$ cat src/logic/ctrl_chan_pkg.sv
// Constants, types and record layout for the serial port control channel
`default_nettype none
package ctrl_chan_pkg;
	// Clock and password window
	localparam int CLK_HZ = 25_000_000;
	localparam int PW_TIMEOUT_MS = 2000;
	localparam int PW_TIMEOUT_CYC = (CLK_HZ / 1000) * PW_TIMEOUT_MS;
	localparam int PW_MAX = 8;
	// Record size and byte offsets, low byte of each word first
	localparam logic [4:0] REC_LEN = 5'h1e;
	localparam logic [4:0] REC_LAST = 5'h1d;
	localparam logic [4:0] REC_CNT_MAX = 5'h1f;
	localparam logic [4:0] OFS_ERR_LO = 5'h01;
	localparam logic [4:0] OFS_ERR_HI = 5'h02;
	localparam logic [4:0] OFS_FLG_LO = 5'h03;
	localparam logic [4:0] OFS_FLG_HI = 5'h04;
	localparam logic [4:0] OFS_RXC_LO = 5'h05;
	localparam logic [4:0] OFS_RXC_HI = 5'h06;
	localparam logic [4:0] OFS_TXC_LO = 5'h07;
	localparam logic [4:0] OFS_TXC_HI = 5'h08;
	// Error word bit positions
	localparam int ERR_PORT = 3;
	localparam int ERR_BREAK = 4;
	localparam int ERR_CTS = 5;
	localparam int ERR_DSR = 6;
	localparam int ERR_CD = 7;
	localparam int ERR_PAR = 8;
	localparam int ERR_FRM = 9;
	localparam int ERR_RXOVR = 14;
	// Line flags (low byte) and command flags (within the high byte)
	localparam int FL_CTS = 0;
	localparam int FL_DSR = 1;
	localparam int FL_RING = 2;
	localparam int FL_CD = 3;
	localparam int FL_DTR = 4;
	localparam int FL_RTS = 5;
	localparam int CMD_XOFF = 1;
	localparam int CMD_FLUSH_RX = 2;
	localparam int CMD_FLUSH_TX = 3;
	localparam int CMD_SET_LINES = 4;
	localparam int CMD_SET_BRK = 5;
	localparam int CMD_CLR_BRK = 6;
	// Control connection port numbers per serial port
	localparam logic [15:0] CTRL_PORT_A = 16'h2386;
	localparam logic [15:0] CTRL_PORT_B = 16'h23ea;
	localparam logic [15:0] CTRL_PORT_C = 16'h244e;
	// Index of the last failure message byte, the terminator after the text
	localparam logic [2:0] FAIL_LAST = 3'h7;
	// Register addresses
	localparam logic [3:0] REG_CTRL_PORT = 4'h0;
	localparam logic [3:0] REG_MODE = 4'h1;
	localparam logic [3:0] REG_PW_LEN = 4'h2;
	localparam logic [3:0] REG_PW_LO = 4'h3;
	localparam logic [3:0] REG_PW_HI = 4'h4;
	localparam logic [3:0] REG_ERR = 4'h5;
	localparam logic [3:0] REG_STATUS = 4'h6;
	localparam int MODE_SERVER = 0;
	localparam int MODE_TUNNEL = 1;

	// Error events from the serial engine, one-cycle pulses
	typedef struct packed {
		logic port_err;
		logic brk;
		logic cts_to;
		logic dsr_to;
		logic cd_to;
		logic parity;
		logic frame;
	} err_event_t;

	// Modem inputs from the pins
	typedef struct packed {
		logic cts;
		logic dsr;
		logic ring_state;
		logic cd;
	} modem_in_t;

	// Snapshot taken when a record is sent
	typedef struct packed {
		logic [15:0] err;
		logic [15:0] flags;
		logic [15:0] rx_fill_count;
		logic [15:0] tx_fill_count;
	} status_rec_t;

	// Register port request
	typedef struct packed {
		logic [3:0] addr;
		logic [31:0] wdata;
		logic wr;
		logic rd;
	} reg_req_t;

	typedef enum logic [2:0] {
		ST_CLOSED,
		ST_AUTH,
		ST_COLLECT,
		ST_REPLY,
		ST_FAIL,
		ST_DROP
	} ctrl_state_t;

	// Default control port for serial port 0, 1 or 2
	function automatic logic [15:0] ctrl_port_default(input logic [1:0] idx);
		case (idx)
			2'h1: ctrl_port_default = CTRL_PORT_B;
			2'h2: ctrl_port_default = CTRL_PORT_C;
			default: ctrl_port_default = CTRL_PORT_A;
		endcase
	endfunction

	// Byte of the status record at a given offset
	function automatic logic [7:0] rec_byte(input logic [4:0] idx, input status_rec_t s);
		case (idx)
			OFS_ERR_LO: rec_byte = s.err[7:0];
			OFS_ERR_HI: rec_byte = s.err[15:8];
			OFS_FLG_LO: rec_byte = s.flags[7:0];
			OFS_FLG_HI: rec_byte = s.flags[15:8];
			OFS_RXC_LO: rec_byte = s.rx_fill_count[7:0];
			OFS_RXC_HI: rec_byte = s.rx_fill_count[15:8];
			OFS_TXC_LO: rec_byte = s.tx_fill_count[7:0];
			OFS_TXC_HI: rec_byte = s.tx_fill_count[15:8];
			default: rec_byte = 8'h00;
		endcase
	endfunction

	// Failure text with its zero terminator
	function automatic logic [7:0] fail_byte(input logic [2:0] idx);
		case (idx)
			3'h0: fail_byte = 8'h50;
			3'h1: fail_byte = 8'h41;
			3'h2: fail_byte = 8'h53;
			3'h3: fail_byte = 8'h53;
			3'h4: fail_byte = 8'h57;
			3'h5: fail_byte = 8'h44;
			3'h6: fail_byte = 8'h3f;
			default: fail_byte = 8'h00;
		endcase
	endfunction
endpackage
`default_nettype wire

$ cat src/logic/pin_sync.sv
// Two flip-flop synchroniser for a group of asynchronous pins
`default_nettype none
module pin_sync #(
	parameter int WIDTH = 4
) (
	input wire logic clk_in,
	input wire logic rst_n_in,
	input wire logic [WIDTH-1:0] async_in,
	output logic [WIDTH-1:0] sync_out
);
	logic [WIDTH-1:0] meta_r; // First stage, read only by the second

	// Both stages reset to zero so outputs are defined from reset
	always_ff @(posedge clk_in or negedge rst_n_in) begin
		if (!rst_n_in) begin
			meta_r <= '0;
			sync_out <= '0;
		end else begin
			meta_r <= async_in;
			sync_out <= meta_r;
		end
	end
endmodule // pin_sync
`default_nettype wire

$ cat src/logic/ctrl_channel.sv
// Control connection command interpreter for one serial port
//
// Notes on behaviour
// - Control link carries only status and commands
// - Control port number configurable, per-port defaults
// - Accept control link only in server mode
// - Data and control links open independently
// - Failed password: send failure text, then close
// - No password: records accepted immediately
// - Any received packet gets a full status record
// - Incomplete record: status reply, no command
// - Records are 30 bytes, zero framed
// - Error word reports line and port errors
// - Overrun flag set on overflow after stop
// - Status block: flags, rx count, tx count
// - Low flag bits show lines, refreshed per record
// - Command flags send stop, flush input, flush output
// - Line command drives RTS and DTR from record
// - Break set and clear are separate flags; clear wins when both are set
// - Ring buffer fill counts reported as words
// - Only flags equal to one execute
// - Break holds serial output low until cleared
`default_nettype none
module ctrl_channel #(
	parameter logic [1:0] PORT_INDEX = 2'h0,
	parameter int PW_TIMEOUT_CYC = ctrl_chan_pkg::PW_TIMEOUT_CYC
) (
	input wire logic clk_in,
	input wire logic rst_n_in,
	input wire ctrl_chan_pkg::reg_req_t reg_req_in,
	output logic [31:0] reg_rdata_out,
	input wire logic conn_open_in,
	input wire logic rx_valid_in,
	input wire logic [7:0] rx_data_in,
	input wire logic rx_last_in,
	output logic rx_ready_out,
	output logic tx_valid_out,
	output logic [7:0] tx_data_out,
	input wire logic tx_ready_in,
	output logic conn_close_out,
	input wire ctrl_chan_pkg::modem_in_t modem_in,
	input wire ctrl_chan_pkg::err_event_t err_event_in,
	input wire logic rx_overflow_in,
	input wire logic flow_stopped_in,
	input wire logic [15:0] rx_fill_count_in,
	input wire logic [15:0] tx_fill_count_in,
	input wire logic txd_in,
	output logic txd_out,
	output logic rts_out,
	output logic dtr_out,
	output logic break_mode_out,
	output logic send_xoff_out,
	output logic flush_rx_out,
	output logic flush_tx_out
);
	ctrl_chan_pkg::ctrl_state_t state_r; // Connection state
	ctrl_chan_pkg::status_rec_t snap_r; // Record being sent
	ctrl_chan_pkg::modem_in_t modem_s; // Synchronised modem lines
	logic [15:0] ctrl_port_r; // Listening port number
	logic [1:0] mode_r; // Server enable and tunnel mode
	logic [3:0] pw_len_r; // Password length, zero when none
	logic [63:0] pw_r; // Password bytes, first in low byte
	logic [15:0] err_r; // Sticky error word
	logic open_q; // Previous connection level
	logic [31:0] timer_r; // Password window counter
	logic [3:0] pw_idx_r; // Bytes matched so far
	logic pw_ok_r; // No mismatch yet
	logic [4:0] pkt_cnt_r; // Bytes in current packet, saturating
	logic first_zero_r; // First byte was zero
	logic [7:0] flg_lo_r; // Stored line bits of a command
	logic [7:0] flg_hi_r; // Stored command flags
	logic [4:0] tx_idx_r; // Byte index of outgoing record
	logic [7:0] tx_data_r; // Outgoing byte
	logic close_r; // Close request pulse
	logic brk_r; // Break mode
	logic rts_r; // RTS drive
	logic dtr_r; // DTR drive
	logic xoff_r; // Stop character request
	logic flush_rx_r; // Input discard request
	logic flush_tx_r; // Output discard request
	logic txd_r; // Serial data after break gating
	logic [31:0] rdata_r; // Read data, one cycle after strobe

	logic open_rise; // Connection just established
	logic allowed; // Port may serve a control link
	logic rx_fire; // Byte taken from the link
	logic tx_fire; // Byte accepted by the link
	logic [4:0] cnt_nxt; // Packet length including this byte
	logic pkt_end; // Last byte of a packet in collection
	logic complete; // Packet is one whole framed record
	logic exec; // Execute the stored command flags
	logic [7:0] pw_byte; // Expected password byte
	logic [15:0] flags_now; // Live line flags word

	// Modem pins come from outside the clock domain
	pin_sync #(
		.WIDTH(4)
	) u_modem_sync (
		.clk_in(clk_in),
		.rst_n_in(rst_n_in),
		.async_in(modem_in),
		.sync_out(modem_s)
	);

	// Control service only as plain server, never in tunnel mode
	assign allowed = mode_r[ctrl_chan_pkg::MODE_SERVER] && !mode_r[ctrl_chan_pkg::MODE_TUNNEL];
	assign open_rise = conn_open_in && !open_q;
	// Only the control link is handled here; payload stays on the data path
	assign rx_ready_out = (state_r == ctrl_chan_pkg::ST_AUTH) ||
		(state_r == ctrl_chan_pkg::ST_COLLECT);
	assign rx_fire = rx_valid_in && rx_ready_out;
	assign tx_valid_out = (state_r == ctrl_chan_pkg::ST_REPLY) || (state_r == ctrl_chan_pkg::ST_FAIL);
	assign tx_fire = tx_valid_out && tx_ready_in;
	assign tx_data_out = tx_data_r;
	assign cnt_nxt = (pkt_cnt_r == ctrl_chan_pkg::REC_CNT_MAX) ? pkt_cnt_r : pkt_cnt_r + 5'h01;
	assign pkt_end = (state_r == ctrl_chan_pkg::ST_COLLECT) && rx_fire && rx_last_in;
	// Whole record: exactly 30 bytes, zero first and last byte
	assign complete = (cnt_nxt == ctrl_chan_pkg::REC_LEN) && first_zero_r &&
		(rx_data_in == 8'h00);
	assign exec = pkt_end && complete;
	assign pw_byte = pw_r[{pw_idx_r[2:0], 3'h0} +: 8];
	// Line flags refreshed live; captured anew for every record
	assign flags_now = {8'h00, 2'h0, rts_r, dtr_r, modem_s.cd, modem_s.ring_state,
		modem_s.dsr, modem_s.cts};
	assign conn_close_out = close_r;
	assign txd_out = txd_r;
	assign rts_out = rts_r;
	assign dtr_out = dtr_r;
	assign break_mode_out = brk_r;
	assign send_xoff_out = xoff_r;
	assign flush_rx_out = flush_rx_r;
	assign flush_tx_out = flush_tx_r;
	assign reg_rdata_out = rdata_r;

	// Software-written configuration; the data link is not touched here
	always_ff @(posedge clk_in or negedge rst_n_in) begin
		if (!rst_n_in) begin
			ctrl_port_r <= ctrl_chan_pkg::ctrl_port_default(PORT_INDEX);
			mode_r <= 2'h1;
			pw_len_r <= 4'h0;
			pw_r <= 64'h0;
		end else if (reg_req_in.wr) begin
			case (reg_req_in.addr)
				ctrl_chan_pkg::REG_CTRL_PORT: ctrl_port_r <= reg_req_in.wdata[15:0];
				ctrl_chan_pkg::REG_MODE: mode_r <= reg_req_in.wdata[1:0];
				// Lengths above the store are clipped to it
				ctrl_chan_pkg::REG_PW_LEN: pw_len_r <= (reg_req_in.wdata[3:0] > 4'h8) ?
					4'h8 : reg_req_in.wdata[3:0];
				ctrl_chan_pkg::REG_PW_LO: pw_r[31:0] <= reg_req_in.wdata;
				ctrl_chan_pkg::REG_PW_HI: pw_r[63:32] <= reg_req_in.wdata;
				default: ;
			endcase
		end
	end

	// Register reads answer in the next cycle; unmapped reads give zero
	always_ff @(posedge clk_in or negedge rst_n_in) begin
		if (!rst_n_in) begin
			rdata_r <= 32'h0;
		end else if (reg_req_in.rd) begin
			case (reg_req_in.addr)
				ctrl_chan_pkg::REG_CTRL_PORT: rdata_r <= {16'h0, ctrl_port_r};
				ctrl_chan_pkg::REG_MODE: rdata_r <= {30'h0, mode_r};
				ctrl_chan_pkg::REG_PW_LEN: rdata_r <= {28'h0, pw_len_r};
				ctrl_chan_pkg::REG_PW_LO: rdata_r <= pw_r[31:0];
				ctrl_chan_pkg::REG_PW_HI: rdata_r <= pw_r[63:32];
				ctrl_chan_pkg::REG_ERR: rdata_r <= {16'h0, err_r};
				ctrl_chan_pkg::REG_STATUS: rdata_r <= {27'h0, state_r == ctrl_chan_pkg::ST_COLLECT,
					allowed, dtr_r, rts_r, brk_r};
				default: rdata_r <= 32'h0;
			endcase
		end else begin
			rdata_r <= 32'h0;
		end
	end

	// Sticky error word; a new event beats a same-cycle clear
	always_ff @(posedge clk_in or negedge rst_n_in) begin
		if (!rst_n_in) begin
			err_r <= 16'h0;
		end else begin
			err_r <= (err_r & ~((reg_req_in.wr && reg_req_in.addr == ctrl_chan_pkg::REG_ERR) ?
				reg_req_in.wdata[15:0] : 16'h0)) |
				(16'(err_event_in.port_err) << ctrl_chan_pkg::ERR_PORT) |
				(16'(err_event_in.brk) << ctrl_chan_pkg::ERR_BREAK) |
				(16'(err_event_in.cts_to) << ctrl_chan_pkg::ERR_CTS) |
				(16'(err_event_in.dsr_to) << ctrl_chan_pkg::ERR_DSR) |
				(16'(err_event_in.cd_to) << ctrl_chan_pkg::ERR_CD) |
				(16'(err_event_in.parity) << ctrl_chan_pkg::ERR_PAR) |
				(16'(err_event_in.frame) << ctrl_chan_pkg::ERR_FRM) |
				(16'(rx_overflow_in && flow_stopped_in) << ctrl_chan_pkg::ERR_RXOVR);
		end
	end

	// Connection sequencing; runs without regard to the data link
	always_ff @(posedge clk_in or negedge rst_n_in) begin
		if (!rst_n_in) begin
			state_r <= ctrl_chan_pkg::ST_CLOSED;
			open_q <= 1'b0;
			close_r <= 1'b0;
		end else begin
			open_q <= conn_open_in;
			close_r <= 1'b0;
			if (!conn_open_in) begin
				state_r <= ctrl_chan_pkg::ST_CLOSED;
			end else begin
				case (state_r)
					ctrl_chan_pkg::ST_CLOSED: begin
						if (open_rise && !allowed) begin
							close_r <= 1'b1;
							state_r <= ctrl_chan_pkg::ST_DROP;
						end else if (open_rise) begin
							// No password: go straight to record exchange
							state_r <= (pw_len_r == 4'h0) ? ctrl_chan_pkg::ST_COLLECT :
								ctrl_chan_pkg::ST_AUTH;
						end
					end
					ctrl_chan_pkg::ST_AUTH: begin
						if (timer_r == 32'(PW_TIMEOUT_CYC - 1)) begin
							state_r <= ctrl_chan_pkg::ST_FAIL;
						end else if (rx_fire && rx_data_in == 8'h00) begin
							state_r <= (pw_ok_r && pw_idx_r == pw_len_r) ?
								ctrl_chan_pkg::ST_COLLECT : ctrl_chan_pkg::ST_FAIL;
						end
					end
					ctrl_chan_pkg::ST_COLLECT: begin
						if (pkt_end) begin
							state_r <= ctrl_chan_pkg::ST_REPLY;
						end
					end
					ctrl_chan_pkg::ST_REPLY: begin
						if (tx_fire && tx_idx_r == ctrl_chan_pkg::REC_LAST) begin
							state_r <= ctrl_chan_pkg::ST_COLLECT;
						end
					end
					ctrl_chan_pkg::ST_FAIL: begin
						if (tx_fire && tx_idx_r[2:0] == ctrl_chan_pkg::FAIL_LAST) begin
							close_r <= 1'b1;
							state_r <= ctrl_chan_pkg::ST_DROP;
						end
					end
					// Wait for the link to go down after a close
					ctrl_chan_pkg::ST_DROP: ;
					default: state_r <= ctrl_chan_pkg::ST_CLOSED;
				endcase
			end
		end
	end

	// Password window and exact byte comparison
	always_ff @(posedge clk_in or negedge rst_n_in) begin
		if (!rst_n_in) begin
			timer_r <= 32'h0;
			pw_idx_r <= 4'h0;
			pw_ok_r <= 1'b1;
		end else if (state_r != ctrl_chan_pkg::ST_AUTH) begin
			timer_r <= 32'h0;
			pw_idx_r <= 4'h0;
			pw_ok_r <= 1'b1;
		end else begin
			timer_r <= timer_r + 32'h1;
			if (rx_fire && rx_data_in != 8'h00) begin
				// Extra bytes beyond the stored length count as mismatch
				if (pw_idx_r == pw_len_r || rx_data_in != pw_byte) begin
					pw_ok_r <= 1'b0;
				end else begin
					pw_idx_r <= pw_idx_r + 4'h1;
				end
			end
		end
	end

	// Packet gathering; only the command words of a record are kept
	always_ff @(posedge clk_in or negedge rst_n_in) begin
		if (!rst_n_in) begin
			pkt_cnt_r <= 5'h0;
			first_zero_r <= 1'b0;
			flg_lo_r <= 8'h0;
			flg_hi_r <= 8'h0;
		end else if (state_r != ctrl_chan_pkg::ST_COLLECT || pkt_end) begin
			pkt_cnt_r <= 5'h0;
		end else if (rx_fire) begin
			pkt_cnt_r <= cnt_nxt;
			if (pkt_cnt_r == 5'h0) begin
				first_zero_r <= (rx_data_in == 8'h00);
			end
			if (pkt_cnt_r == ctrl_chan_pkg::OFS_FLG_LO) begin
				flg_lo_r <= rx_data_in;
			end
			if (pkt_cnt_r == ctrl_chan_pkg::OFS_FLG_HI) begin
				flg_hi_r <= rx_data_in;
			end
		end
	end

	// Command execution; a flag acts only when it is one
	always_ff @(posedge clk_in or negedge rst_n_in) begin
		if (!rst_n_in) begin
			xoff_r <= 1'b0;
			flush_rx_r <= 1'b0;
			flush_tx_r <= 1'b0;
			rts_r <= 1'b0;
			dtr_r <= 1'b0;
			brk_r <= 1'b0;
		end else begin
			xoff_r <= exec && flg_hi_r[ctrl_chan_pkg::CMD_XOFF];
			flush_rx_r <= exec && flg_hi_r[ctrl_chan_pkg::CMD_FLUSH_RX];
			flush_tx_r <= exec && flg_hi_r[ctrl_chan_pkg::CMD_FLUSH_TX];
			if (exec && flg_hi_r[ctrl_chan_pkg::CMD_SET_LINES]) begin
				rts_r <= flg_lo_r[ctrl_chan_pkg::FL_RTS];
				dtr_r <= flg_lo_r[ctrl_chan_pkg::FL_DTR];
			end
			// Clear is checked before set, so both at once leaves break off
			if (exec && flg_hi_r[ctrl_chan_pkg::CMD_CLR_BRK]) begin
				brk_r <= 1'b0;
			end else if (exec && flg_hi_r[ctrl_chan_pkg::CMD_SET_BRK]) begin
				brk_r <= 1'b1;
			end
		end
	end

	// Break drives the line to space for as long as it lasts
	always_ff @(posedge clk_in or negedge rst_n_in) begin
		if (!rst_n_in) begin
			txd_r <= 1'b1;
		end else begin
			txd_r <= brk_r ? 1'b0 : txd_in;
		end
	end

	// Outgoing bytes; the snapshot is taken when a reply starts
	always_ff @(posedge clk_in or negedge rst_n_in) begin
		if (!rst_n_in) begin
			snap_r <= '0;
			tx_idx_r <= 5'h0;
			tx_data_r <= 8'h0;
		end else if (pkt_end) begin
			snap_r <= '{err: err_r, flags: flags_now, rx_fill_count: rx_fill_count_in,
				tx_fill_count: tx_fill_count_in};
			tx_idx_r <= 5'h0;
			tx_data_r <= 8'h00;
		end else if (state_r == ctrl_chan_pkg::ST_AUTH) begin
			tx_idx_r <= 5'h0;
			tx_data_r <= ctrl_chan_pkg::fail_byte(3'h0);
		end else if (tx_fire) begin
			tx_idx_r <= tx_idx_r + 5'h01;
			tx_data_r <= (state_r == ctrl_chan_pkg::ST_FAIL) ?
				ctrl_chan_pkg::fail_byte(tx_idx_r[2:0] + 3'h1) :
				ctrl_chan_pkg::rec_byte(tx_idx_r + 5'h01, snap_r);
		end
	end
endmodule // ctrl_channel
`default_nettype wire

$ cat config.mk
export PLATFORM = sky130hd
export DESIGN_NAME = ctrl_channel
export DESIGN_NICKNAME = d
export VERILOG_FILES = /design/src/logic/ctrl_chan_pkg.sv /design/src/logic/pin_sync.sv /design/src/logic/ctrl_channel.sv
export SDC_FILE = /design/constraint.sdc
export NUM_CORES = 1
export LEC_CHECK = 0
export ABC_CLOCK_PERIOD_IN_PS = 2300
export CAP_MARGIN = 10
export CORE_MARGIN = 2
export CORE_UTILIZATION = 52
export CTS_CLUSTER_SIZE = 40
export DETAILED_ROUTE_END_ITERATION = 12
export DONT_BUFFER_PORTS = 1
export GPL_TIMING_DRIVEN = 0
export PLACE_DENSITY = 0.78
export SYNTH_ARGS = -nofsm -noshare
export SYNTH_HDL_FRONTEND = slang
export SYNTH_SLANG_ARGS = --single-unit
$ cat constraint.sdc
create_clock -name clk_in -period 2.3 [get_ports clk_in]
set_input_delay 0 -clock clk_in [delete_from_list [all_inputs] [get_ports clk_in]]
set_output_delay 0 -clock clk_in [all_outputs]
set_load 0.02 [all_outputs]
==> results.md <==
* Failing checks: negative hold slack
* Net Count, Synth at 1,165
* WHS at -0.851 ns
* Crit path largest cell delay at 0.45 ns
* Vias in the first global route at 9,499
* Critical Path AT at 2.72 ns
* Top FF cell, synth: dfrtp_1
* Fill cells at 1,744
* Setup violators final at 0
* Tmin final at 2.28 ns
* # diodes at 0
* Normalized max-slew margin at 22.1%
* First-pass GRT wire length at 52,900 µm
* RSZ-0062 raised after global routing: yes
* GP Congestion at 0.943
* Main area contributors after synthesis: dfrtp_1, mux2_2, a22oi_1
* Largest net degree at the start of global routing at 273
* CP Capture Type: register
* Post-Syn Area at 12,500 µm²
* Proportion of layout cells with a drive suffix above 1 at 26.9%
* Number of synthesized flops with an enable pin at 0
* Skew final at 0.0137 ns
* Post-synth top area share at 52.5%
* Final Power at 14.4 mW
* Most frequent cell after synthesis: dfrtp_1
* DR WL/cell at 21.6 µm
* Most used cell, CP: buf_6
* Die width at 159 µm
* CTS max path bufs at 3
* Seq/Total Area, Yosys at 54.4%
* Post-Syn Area per Cell at 11.9 µm²
* Util after Layout at 65.7%
* Final Hold Fails at 273
* Status: finished with violations
* Hold Path Class: input port to asynchronous set/reset pin
* Num CTS Buffers at 28
* I/O Pins at 148
* Initial antenna violation count at 0
* Worst reg2reg path depth at 7
* Post-CTS Hold Fix Bufs at 105
* Number of synthesis warnings at 0
* CP max FO at 8
* Count of cell types in the netlist at 68
* Die Y at 159 µm
* Nets@finish at 1,315
* Worst R2R Start: state_r[2]
* Count of input and output buffers at 0
* H-tree Lvls at 1
* Vias per std cell at 6.10
* Row count at 56
* Top post-synthesis cells by count: dfrtp_1, mux2_2, nand2_1
* CP max stage cell: or4_4
* Synth Instances at 1,057
* Remaining Overflow, GRT at 0
* Tcrit/Tclk final at 99.3%
* Seq cells post-synth at 272
* CP Launch Type: register
* CP Class: register to register
* Worst-margin pin slew at 1.16 ns
* Synth async-reset ratio at 100%
* F_max at 0.438 GHz
* Number of max-cap violations at 0
* DP Area at 13,000 µm²
* DR iter-0 viols at 869
* Leakage power at 6.47 nW
* DP Wirelength at 21,800 µm
* CTS Sinks at 272
* Max VDD drop at 666 µV
* DR DRC count at 0
* Tot GR Track Use at 26.0%
* Worst-path cell chain: buf_6 > or3_4 > buf_6 > or4_4 > or2_1 > buf_6 > mux2_4
* First drt pass iteration count at 5
* Detailed-route via count at 9,446
* CTS tree: yes
* Routed Antenna Nets at 0
* Die area at 25,400 µm²
* Core area at 23,500 µm²
* Largest area contributor in the netlist: dfrtp_1
* DRT Wirelength at 33,500 µm
* R2r setup slk at 0.02 ns
* Clock slew at the register clock pins of the worst setup and hold paths at 0.06 ns
* Initial Util at 53.2%
* Worst-Skew Late Latency at 0.56 ns
* Root Buffer: clkbuf_16
* Final Cell Area at 15,500 µm²
* Power density cells at 932 nW/µm²
* Area delta synth->final at 23.5%
* Worst reg2reg endpoint: flg_hi_r[5]
* WP data required at 2.74 ns
* Final slew viol count at 0
[flip-flops by register name, indices dropped and copies added, names as in the netlist, 2 cells and up]
register               cells
pkt_cnt_r                  5
u_modem_sync.meta_r        4
err_r                     16
pw_idx_r                   4
reg_rdata_out             32
flg_lo_r                   2
state_r                    3
ctrl_port_r               16
mode_r                     2
tx_idx_r                   5
pw_len_r                   4
pw_r                      64
timer_r                   32
snap_r                    54
tx_data_out                8
u_modem_sync.sync_out      4
flg_hi_r                   6
[layout make-up]
| cell class | count | area [µm²] | share of cell area, % |
|---|---|---|---|
| clock inverters | 16 | 199 | 1.29 |
| multi-input cells | 709 | 5680 | 36.7 |
| inverters | 14 | 55.1 | 0.356 |
| well taps | 319 | 399 | 2.58 |
| clock buffers | 36 | 771 | 4.98 |
| repair buffers | 123 | 1190 | 7.66 |
| plain buffers | 59 | 363 | 2.34 |
| flip-flops and latches | 272 | 6830 | 44.1 |
[power breakdown]
group	leakage, nW	internal [mW]	total, mW	switching (mW)
sequential	3.46	5.67	6.44	0.770
clock	0.485	2.82	4.76	1.94
combinational	2.52	1.61	3.22	1.61
[kinds of logic (layout without fill, tap and decap cells)]
| kind of cell | count (synthesis) | in the layout | share of synthesized area [%] |
|---|---|---|---|
| xor+xnor | 33 | 33 | 2.31 |
| mux | 199 | 199 | 18.1 |
| compound gates | 202 | 202 | 10.9 |
| simple gates | 265 | 265 | 10.7 |
| buf+inv | 76 | 248 | 2.60 |
| fa+ha+maj | 10 | 10 | 0.998 |
| flops | 272 | 272 | 54.4 |
[placed cells by master (no fill, tap or decap), drive strengths merged, types with 12 or more instances in the layout]
cell,synthesis,routed
dfrtp,263,263
mux2,162,162
dlygate4sd3,0,105
clkbuf,41,70
nand2,67,67
nor2,61,61
a22oi,48,48
a21oi,46,46
buf,21,43
mux2i,33,33
o21ai,28,28
nand3,27,27
xor2,23,23
inv,14,14
nand2b,13,13
and3,13,13
or3,13,13
nor3,13,13
clkinv,0,12
[routing by layer]
layer  global-route usage (%)  vias to the layer above  part of all wire (%)
li1                         -                     4163                     -
met1                     35.2                     4805                    41
met2                     41.7                      391                    48
met3                     6.30                       87                   8.1
met4                     8.26                        0                   3.2
met5                        0                        -                     0
[critical path: cells and delay by family, from the launching register on]
family | cells | cell delay (ns)
buf+inv | 3 | 0.43
mux | 1 | 0.29
flops | 1 | 0.38
simple gates | 3 | 1.07
[worst max path at each step]
stage                      from              to  cells after the start
floorplan           tx_idx_r[0]  tx_data_out[6]                      9
global placement     state_r[0]  tx_data_out[7]                      8
detailed placement   state_r[0]  tx_data_out[7]                      8
CTS                  state_r[0]         dtr_out                      7
global route        tx_idx_r[1]  tx_data_out[2]                      8
finish               state_r[2]     flg_hi_r[5]                      7
[through the flow]
step | std cells | setup TNS [ns] | worst slack [ns] | hold slack, ns
5_1_grt | 1548 | -0.338 | -0.0542 | -0.867
6_report | 1548 | 0 | 0.0159 | -0.851
3_5_place_dp | 1376 | -16.54 | -0.440 | -0.280
3_3_place_gp | 1376 | -14.72 | -0.444 | -0.281
4_1_cts | 1542 | -0.130 | -0.0181 | -0.873
2_1_floorplan | 1057 | 0 | 0.00207 | -0.296
[what timing repair did]
action                                 4_1_cts  5_1_grt
pin swaps                                    7        9
setup endpoints to repair                   78       66
setup buffers                                9        8
gates resized for setup                     48       62
cloned                                       1        0
endpoints found under the hold margin      458      272
No activity file was read; power rests on OpenSTA's default activity.
